==> src/logic/crb_map.svh <==
// Behaviour
// - first register bit 7 routes comparator-one async output
// - first register bit 6 routes comparator-one sync output
// - first register bit 5 routes comparator-zero async output
// - first register bit 4 routes comparator-zero sync output
// - first register bit 3 routes both two-wire signals
// - first register bit 2 routes spi, three or four pins
// - first register bit 1 fixes can on P0.6/P0.7
// - first register bit 0 fixes uart on P0.4/P0.5
// - cleared enable leaves signal on no pin
// - second register bit 7 routes timer-one input
// - second register bit 6 routes timer-zero input
// - second register bit 5 routes counter external input
// - bits 4:2 count module outputs; 111 reserved
// - second register bit 1 drives system clock out
// - first register at 0xE1 on page 0x0F
// - second register at 0xE2 on page 0x0F
// - enabled resource other than uart and can takes lowest free unskipped pin
// - nothing routed until global crossbar enable set
`ifndef CRB_MAP_SVH
`define CRB_MAP_SVH

// ----------------------------------------------------------------------
// register map
// ----------------------------------------------------------------------
`define CRB_SFR_PAGE        8'h0F
`define CRB_ADDR_ENABLE_A   8'hE1
`define CRB_ADDR_ENABLE_B   8'hE2
`define CRB_RESET_A         8'h00
`define CRB_RESET_B         8'h00

// ----------------------------------------------------------------------
// field positions of the second register
// ----------------------------------------------------------------------
`define CRB_B_MOD_MSB       4
`define CRB_B_MOD_LSB       2
`define CRB_B_RSVD_BIT      0
`define CRB_MOD_RESERVED    3'h7
`define CRB_MOD_COUNT       6

// ----------------------------------------------------------------------
// pin space
// ----------------------------------------------------------------------
`define CRB_PIN_COUNT       16
`define CRB_PIN_UART_TX     4
`define CRB_PIN_UART_RX     5
`define CRB_PIN_CAN_TX      6
`define CRB_PIN_CAN_RX      7
`define CRB_SLOT_COUNT      20

`endif

==> src/logic/crb_pkg.sv <==
`include "crb_map.svh"

package crb_pkg;

    typedef enum logic [4:0] {
        CRB_FN_GPIO     = 5'h00,
        CRB_FN_UART_TX  = 5'h01,
        CRB_FN_UART_RX  = 5'h02,
        CRB_FN_CAN_TX   = 5'h03,
        CRB_FN_CAN_RX   = 5'h04,
        CRB_FN_SPI_SCK  = 5'h05,
        CRB_FN_SPI_MISO = 5'h06,
        CRB_FN_SPI_MOSI = 5'h07,
        CRB_FN_SPI_NSS  = 5'h08,
        CRB_FN_TW_SDA   = 5'h09,
        CRB_FN_TW_SCL   = 5'h0A,
        CRB_FN_CMP0     = 5'h0B,
        CRB_FN_CMP0_ASY = 5'h0C,
        CRB_FN_CMP1     = 5'h0D,
        CRB_FN_CMP1_ASY = 5'h0E,
        CRB_FN_SYSCLK   = 5'h0F,
        CRB_FN_MOD0     = 5'h10,
        CRB_FN_MOD1     = 5'h11,
        CRB_FN_MOD2     = 5'h12,
        CRB_FN_MOD3     = 5'h13,
        CRB_FN_MOD4     = 5'h14,
        CRB_FN_MOD5     = 5'h15,
        CRB_FN_EXT_CNT  = 5'h16,
        CRB_FN_TIMER0   = 5'h17,
        CRB_FN_TIMER1   = 5'h18
    } crb_func_t;

    typedef struct packed {
        logic cmp1_async_out_en;
        logic cmp1_sync_out_en;
        logic cmp0_async_out_en;
        logic cmp0_sync_out_en;
        logic twowire_bus_route_en;
        logic serial_periph_route_en;
        logic can_route_en;
        logic uart_a_route_en;
    } crb_enable_a_t;

    typedef struct packed {
        logic       timer_one_input_en;
        logic       timer_zero_input_en;
        logic       count_array_ext_input_en;
        logic [2:0] count_array_module_out_sel;
        logic       sysclk_out_en;
        logic       reserved;
    } crb_enable_b_t;

    // effective routing, already gated by the global enable
    typedef struct packed {
        logic       cmp1_async_out_en;
        logic       cmp1_sync_out_en;
        logic       cmp0_async_out_en;
        logic       cmp0_sync_out_en;
        logic       twowire_bus_route_en;
        logic       serial_periph_route_en;
        logic       can_route_en;
        logic       uart_a_route_en;
        logic       timer_one_input_en;
        logic       timer_zero_input_en;
        logic       count_array_ext_input_en;
        logic [5:0] count_module_out_en;
        logic       sysclk_out_en;
    } crb_route_t;

    typedef crb_func_t [`CRB_PIN_COUNT-1:0] crb_pin_map_t;

    typedef struct packed {
        crb_enable_a_t enable_a;
        crb_enable_b_t enable_b;
        logic [7:0]    rdata;
        crb_route_t    route;
        crb_pin_map_t  pin_map;
        logic          overflow;
    } crb_state_t;

endpackage : crb_pkg

==> src/logic/crb_crossbar_route_enables.sv <==
`timescale 1ns/100ps
`default_nettype none
`include "crb_map.svh"

module crb_crossbar_route_enables (
    input  wire logic                     i_core_clk,
    input  wire logic                     i_reset_n,
    input  wire logic [7:0]               i_sfr_page,
    input  wire logic [7:0]               i_sfr_addr,
    input  wire logic                     i_sfr_wr,
    input  wire logic                     i_sfr_rd,
    input  wire logic [7:0]               i_sfr_wdata,
    output logic                          o_sfr_sel,
    output logic [7:0]                    o_sfr_rdata,
    input  wire logic                     i_crossbar_global_en,
    input  wire logic [`CRB_PIN_COUNT-1:0] i_pin_skip_mask,
    input  wire logic                     i_spi_four_wire,
    output crb_pkg::crb_route_t           o_route,
    output crb_pkg::crb_pin_map_t         o_pin_map,
    output logic                          o_assign_overflow
);

    // ------------------------------------------------------------------
    // decode helpers
    // ------------------------------------------------------------------
    function automatic logic crb_hit(input logic [7:0] page,
                                     input logic [7:0] addr,
                                     input logic [7:0] target);
        crb_hit = (page == `CRB_SFR_PAGE) && (addr == target);
    endfunction : crb_hit

    // thermometer of routed module outputs; reserved code routes none
    function automatic logic [5:0] crb_mod_mask(input logic [2:0] sel);
        logic [5:0] m;
        m = 6'h00;
        if (sel != `CRB_MOD_RESERVED) begin
            for (int i = 0; i < `CRB_MOD_COUNT; i++) begin
                m[i] = (3'(i) < sel);
            end
        end
        crb_mod_mask = m;
    endfunction : crb_mod_mask

    // priority order of the pin-seeking signals
    localparam crb_pkg::crb_func_t SLOT_FN [`CRB_SLOT_COUNT] = '{
        crb_pkg::CRB_FN_SPI_SCK,  crb_pkg::CRB_FN_SPI_MISO, crb_pkg::CRB_FN_SPI_MOSI,
        crb_pkg::CRB_FN_SPI_NSS,  crb_pkg::CRB_FN_TW_SDA,   crb_pkg::CRB_FN_TW_SCL,
        crb_pkg::CRB_FN_CMP0,     crb_pkg::CRB_FN_CMP0_ASY, crb_pkg::CRB_FN_CMP1,
        crb_pkg::CRB_FN_CMP1_ASY, crb_pkg::CRB_FN_SYSCLK,   crb_pkg::CRB_FN_MOD0,
        crb_pkg::CRB_FN_MOD1,     crb_pkg::CRB_FN_MOD2,     crb_pkg::CRB_FN_MOD3,
        crb_pkg::CRB_FN_MOD4,     crb_pkg::CRB_FN_MOD5,     crb_pkg::CRB_FN_EXT_CNT,
        crb_pkg::CRB_FN_TIMER0,   crb_pkg::CRB_FN_TIMER1
    };

    crb_pkg::crb_state_t state;
    crb_pkg::crb_state_t next_state;

    logic                       hit_a;
    logic                       hit_b;
    crb_pkg::crb_route_t        route;
    logic [`CRB_SLOT_COUNT-1:0] slot_req;
    logic [`CRB_PIN_COUNT-1:0]  taken;
    crb_pkg::crb_pin_map_t      map;
    logic                       placed;
    logic                       lost;

    assign hit_a     = crb_hit(i_sfr_page, i_sfr_addr, `CRB_ADDR_ENABLE_A);
    assign hit_b     = crb_hit(i_sfr_page, i_sfr_addr, `CRB_ADDR_ENABLE_B);
    assign o_sfr_sel = hit_a | hit_b;

    // ------------------------------------------------------------------
    // effective enables
    // ------------------------------------------------------------------
    always_comb begin
        route = '0;
        if (i_crossbar_global_en) begin
            route.cmp1_async_out_en        = state.enable_a.cmp1_async_out_en;
            route.cmp1_sync_out_en         = state.enable_a.cmp1_sync_out_en;
            route.cmp0_async_out_en        = state.enable_a.cmp0_async_out_en;
            route.cmp0_sync_out_en         = state.enable_a.cmp0_sync_out_en;
            route.twowire_bus_route_en     = state.enable_a.twowire_bus_route_en;
            route.serial_periph_route_en   = state.enable_a.serial_periph_route_en;
            route.can_route_en             = state.enable_a.can_route_en;
            route.uart_a_route_en          = state.enable_a.uart_a_route_en;
            route.timer_one_input_en       = state.enable_b.timer_one_input_en;
            route.timer_zero_input_en      = state.enable_b.timer_zero_input_en;
            route.count_array_ext_input_en = state.enable_b.count_array_ext_input_en;
            route.count_module_out_en      =
                crb_mod_mask(state.enable_b.count_array_module_out_sel);
            route.sysclk_out_en            = state.enable_b.sysclk_out_en;
        end
    end

    // ------------------------------------------------------------------
    // slot requests in priority order
    // ------------------------------------------------------------------
    always_comb begin
        slot_req      = '0;
        slot_req[0]   = route.serial_periph_route_en;
        slot_req[1]   = route.serial_periph_route_en;
        slot_req[2]   = route.serial_periph_route_en;
        slot_req[3]   = route.serial_periph_route_en & i_spi_four_wire;
        slot_req[4]   = route.twowire_bus_route_en;
        slot_req[5]   = route.twowire_bus_route_en;
        slot_req[6]   = route.cmp0_sync_out_en;
        slot_req[7]   = route.cmp0_async_out_en;
        slot_req[8]   = route.cmp1_sync_out_en;
        slot_req[9]   = route.cmp1_async_out_en;
        slot_req[10]  = route.sysclk_out_en;
        slot_req[16:11] = route.count_module_out_en;
        slot_req[17]  = route.count_array_ext_input_en;
        slot_req[18]  = route.timer_zero_input_en;
        slot_req[19]  = route.timer_one_input_en;
    end

    // ------------------------------------------------------------------
    // priority pin assignment
    // ------------------------------------------------------------------
    // a flat ripple through all slots and pins: long combinational path,
    // but the result is registered and only changes on configuration
    always_comb begin
        taken  = i_pin_skip_mask;
        map    = {`CRB_PIN_COUNT{crb_pkg::CRB_FN_GPIO}};
        lost   = 1'b0;
        placed = 1'b0;
        if (route.uart_a_route_en) begin
            map[`CRB_PIN_UART_TX]   = crb_pkg::CRB_FN_UART_TX;
            map[`CRB_PIN_UART_RX]   = crb_pkg::CRB_FN_UART_RX;
            taken[`CRB_PIN_UART_TX] = 1'b1;
            taken[`CRB_PIN_UART_RX] = 1'b1;
        end
        if (route.can_route_en) begin
            map[`CRB_PIN_CAN_TX]    = crb_pkg::CRB_FN_CAN_TX;
            map[`CRB_PIN_CAN_RX]    = crb_pkg::CRB_FN_CAN_RX;
            taken[`CRB_PIN_CAN_TX]  = 1'b1;
            taken[`CRB_PIN_CAN_RX]  = 1'b1;
        end
        for (int s = 0; s < `CRB_SLOT_COUNT; s++) begin
            placed = 1'b0;
            if (slot_req[s]) begin
                for (int p = 0; p < `CRB_PIN_COUNT; p++) begin
                    if (!placed && !taken[p]) begin
                        map[p]   = SLOT_FN[s];
                        taken[p] = 1'b1;
                        placed   = 1'b1;
                    end
                end
                if (!placed) begin
                    lost = 1'b1;
                end
            end
        end
    end

    // ------------------------------------------------------------------
    // next state
    // ------------------------------------------------------------------
    always_comb begin
        next_state          = state;
        next_state.route    = route;
        next_state.pin_map  = map;
        next_state.overflow = lost;
        if (i_sfr_wr && hit_a) begin
            next_state.enable_a = crb_pkg::crb_enable_a_t'(i_sfr_wdata);
        end
        if (i_sfr_wr && hit_b) begin
            next_state.enable_b = crb_pkg::crb_enable_b_t'(i_sfr_wdata);
            next_state.enable_b.reserved = 1'b0;
        end
        if (i_sfr_rd) begin
            if (hit_a) begin
                next_state.rdata = state.enable_a;
            end else if (hit_b) begin
                next_state.rdata = state.enable_b;
            end else begin
                next_state.rdata = 8'h00;
            end
        end
    end

    always_ff @(posedge i_core_clk) begin
        if (!i_reset_n) begin
            state          <= '0;
            state.enable_a <= `CRB_RESET_A;
            state.enable_b <= `CRB_RESET_B;
        end else begin
            state <= next_state;
        end
    end

    assign o_sfr_rdata       = state.rdata;
    assign o_route           = state.route;
    assign o_pin_map         = state.pin_map;
    assign o_assign_overflow = state.overflow;

endmodule : crb_crossbar_route_enables

`default_nettype wire

==> config.mk <==
export PLATFORM = sky130hd
export DESIGN_NAME = crb_crossbar_route_enables
export DESIGN_NICKNAME = d
export VERILOG_FILES = /design/src/logic/crb_pkg.sv /design/src/logic/crb_crossbar_route_enables.sv
export VERILOG_INCLUDE_DIRS = /design/src /design/src/logic
export SDC_FILE = /design/constraint.sdc
export NUM_CORES = 1
export LEC_CHECK = 0
export BUFFER_PORTS_ARGS = -buffer_cell sky130_fd_sc_hd__buf_2
export CORE_AREA = 2 2 171 173
export DETAILED_ROUTE_END_ITERATION = 8
export DIE_AREA = 0 0 173 175
export HOLD_SLACK_MARGIN = 0.08
export PLACE_DENSITY_LB_ADDON = 0.12
export SYNTH_ARGS = -nofsm -noshare
export SYNTH_HDL_FRONTEND = slang
export SYNTH_SLANG_ARGS = --single-unit
==> constraint.sdc <==
create_clock -name i_core_clk -period 12.7 [get_ports i_core_clk]
set_input_delay 1.27 -clock i_core_clk [delete_from_list [all_inputs] [get_ports i_core_clk]]
set_output_delay 1.27 -clock i_core_clk [all_outputs]
set_load 0.1 [all_outputs]
==> impl_metrics.ini <==
[run_status]
status = complete, no violations

[clocking]
postCtsResizedCells = 0
post-cts-setup-buffer-count = 0
clk_path_buf_depth = 2
htree_levels = 4
clock_latency_ps = 440
cts.sinks = 122
path_clk_slew_ps = 70
cts-root-buf = clkbuf_16
cts_tree = done
cts_buffers = 17
cts_hold_buf = 0

[yosys]
netlist.area_leader.share = 0.167
synth.top_cells.by_count = nor2_1, nand2_1, a21oi_1, o21ai_0, dfxtp_1
yosys-top-cells-area = dfxtp_1, nor2_1, a21oi_1, nand2_1, buf_4
synth_area_um2 = 14600
synthCells = 2111
yosysWarnings = 0
ys_ff_latch = 122
yosysSeqAreaShare = 0.167
ys_async_sr_fraction = 0
syn-num-nets = 2157
ys_types = 124
yosysTopAreaCell = dfxtp_1
avgSynthCellArea_um2 = 6.91
synth-edff-count = 0
synthFlopType = dfxtp_1
synth_most_common_cell = nor2_1

[route]
drt_first_pass_iters = 6
post_drt_wl_per_cell_um = 21.4
via_per_inst = 6.83
drc_errors = 0
drtAntennaViolNets = 0
drtIter0Drc = 2167
vias = 16920
wirelength_um = 53100

[setup_path]
cp_num_buf_inv = 2
crit_type = input pin to flop
required_ps = 12980
slowest_stage = o211ai_1
path_max_fanout = 59
ff2ff_setup_slack_ps = 3070
crit_chain = buf_2, buf_4, nand2_1, nor4_2, nor2_1, nor3_1, o21ai_1, nand2_1, nor2_1, o21a_1, o21ai_0, a311oi_1, o211ai_1, a21oi_1, a211oi_2, nor4_1, or4_1, nand4_1, and3_1, a211oi_1, a2111oi_0, nor3_1
r2r-end = o_pin_map[76]$_SDFF_PN0_
cpPeakStageDelay_ps = 880
arrival_ps = 10230
endpoint_kind = flop
cp-start-kind = input pin
path_delay_family = simple AND/OR/NAND/NOR gates
r2r-start = state[117]$_SDFFE_PN0P_
worstRegToRegCells = 20

[die]
fp.dieW_um = 173
chipHeight_um = 175
die-area_um2 = 30300
rows = 62
io_pins = 154
start_util = 0.514
coreArea_um2 = 28400

[final_layout]
final_nets = 2127
area_growth_syn_to_layout_pct = 3.77
fin_cells = 2477
drive_gt1_frac = 0.155
antenna_cells = 0

[power]
total_power_mw = 1.06
p_per_area_nw_per_um2 = 70.0
p_leak_nw = 5.43
peakVddDrop_mv = 0.0666

[sta]
finalMaxSlewViolations = 0
clock_skew_ps = 11.8
final_hold_viol_count = 0
rsz0062_at_grt = no
setup_tns_ps = 0
setup_slack_ps = 2740
min_period_ps = 9960
period_share = 0.784
worst_slew_pin_slew_ps = 1340
setup-violations-final = 0
fmax_mhz = 100
relSlewSlack = 0.0853

[placed_design]
placed_cells = 2446
port_buffers = 153
place_congestion = 0.991
hpwl_um = 41100
pre_cts_slack_ps = 2840

[global_routing]
grt_pass1_vias = 14577
grt_start_max_net_pins = 65
grt_usage = 0.334
grt_first_pass_wirelength_um = 82100
grt_overflow_total = 0
antenna_found_initial = 0

[worst_hold_path]
worstHoldStart = o_sfr_rdata[0]$_SDFFE_PN0P_
min_path_type = flop to flop
hold_path_depth = 2
holdPathEnd = o_sfr_rdata[0]$_SDFFE_PN0P_

[run]
drv_cap = 0
==> per-layer routing <==
| metal | wire (µm) | up-vias | GRT usage |
|---|---|---|---|
| li1 | - | 7961 | - |
| met1 | 24700 | 7991 | 0.507 |
| met5 | 0 | - | 0 |
| met3 | 6400 | 42 | 0.0923 |
| met2 | 21400 | 926 | 0.468 |
| met4 | 571 | 0 | 0.0607 |
==> final cells by class <==
cell class,instances,area [µm²]
Clock inverter,13,145
Timing Repair Buffer,161,826
Clock buffer,18,429
Fill cell,2897,13200
Tap cell,384,480
Sequential cell,122,2440
Inverter,9,33.8
Multi-Input combinational cell,1770,10800
==> worst max-delay path by stage <==
stage | start | end | slack, ps | cells past startpoint
floorplan | i_pin_skip_mask[3] | o_pin_map[79]$_SDFF_PN0_ | 5810 | 23
global placement | i_crossbar_global_en | o_pin_map[76]$_SDFF_PN0_ | 2850 | 22
detailed placement | i_crossbar_global_en | o_pin_map[76]$_SDFF_PN0_ | 2840 | 22
CTS | i_crossbar_global_en | o_pin_map[76]$_SDFF_PN0_ | 3260 | 22
global route | i_crossbar_global_en | o_pin_map[76]$_SDFF_PN0_ | 2080 | 22
finish | i_crossbar_global_en | o_pin_map[76]$_SDFF_PN0_ | 2740 | 22
==> per-stage QoR <==
step / area [µm²] / util / hold WS, ps
finish: 15100 / 0.533 / 476
CTS: 15100 / 0.533 / 480
global route: 15100 / 0.533 / 496
global placement: 14600 / 0.513 / 460
detailed placement: 14600 / 0.513 / 462
floorplan: 14600 / - / 446
==> worst register-to-register path: stages, from the launching register on <==
cell and delay, ps:
dfxtp_1 940, nand2_1 830, nor4_2 730, nor2_1 160, nor3_1 630, o21ai_1 300
nand2_1 550, nor2_1 270, o21a_1 340, o21ai_0 480, a311oi_1 210, o211ai_1 880
a21oi_1 210, a211oi_2 560, nor4_1 160, or4_1 470, nand4_1 380, and3_1 320
a211oi_1 100, a2111oi_0 880, nor3_1 80
==> kinds of logic (layout without fill, tap and decap cells) <==
logic type	after synthesis	count (layout)	share of synthesized area
XOR/XNOR	15	15	0.00900
buffers and inverters	219	201	0.0939
AO/OA/AOI/OAI	877	877	0.438
flip-flops	122	122	0.167
multiplexers	1	1	0.000771
AND/OR/NAND/NOR	848	848	0.271
adder cells (fa/ha/maj)	29	29	0.0201
==> state kept, by name, summed over array words and instances (netlist names) <==
register,flops
o_assign_overflow,1
state,15
o_pin_map,80
o_route,18
o_sfr_rdata,8
==> where the power goes <==
| group | switching (mW) | internal, mW |
|---|---|---|
| registers | 0.000575 | 0.384 |
| logic | 0.129 | 0.0487 |
| clock network | 0.209 | 0.289 |
| total | 0.339 | 0.722 |
==> cells in the final DEF, fill, tap and decap left out, types with 11 or more instances in the layout <==
master / instances
a211o_1: 17
dfxtp_1: 122
o21ai_1: 19
o21a_1: 15
nand4_1: 11
o22ai_1: 21
nor2_1: 277
a211oi_2: 11
a22oi_1: 21
buf_2: 153
o211ai_1: 40
a211oi_1: 40
a21o_1: 27
o221ai_1: 13
nor4_1: 17
o31a_1: 11
o21ai_0: 139
a221oi_1: 14
xnor2_1: 13
clkbuf_16: 17
a31oi_1: 61
a21oi_2: 14
and2_1: 28
maj3_1: 26
o31ai_1: 15
nand2b_1: 30
nand3_1: 69
and3_1: 20
a21oi_1: 197
nand2_1: 248
nor3_1: 69
o2111ai_1: 11
No activity file was read; power rests on OpenSTA's default activity.
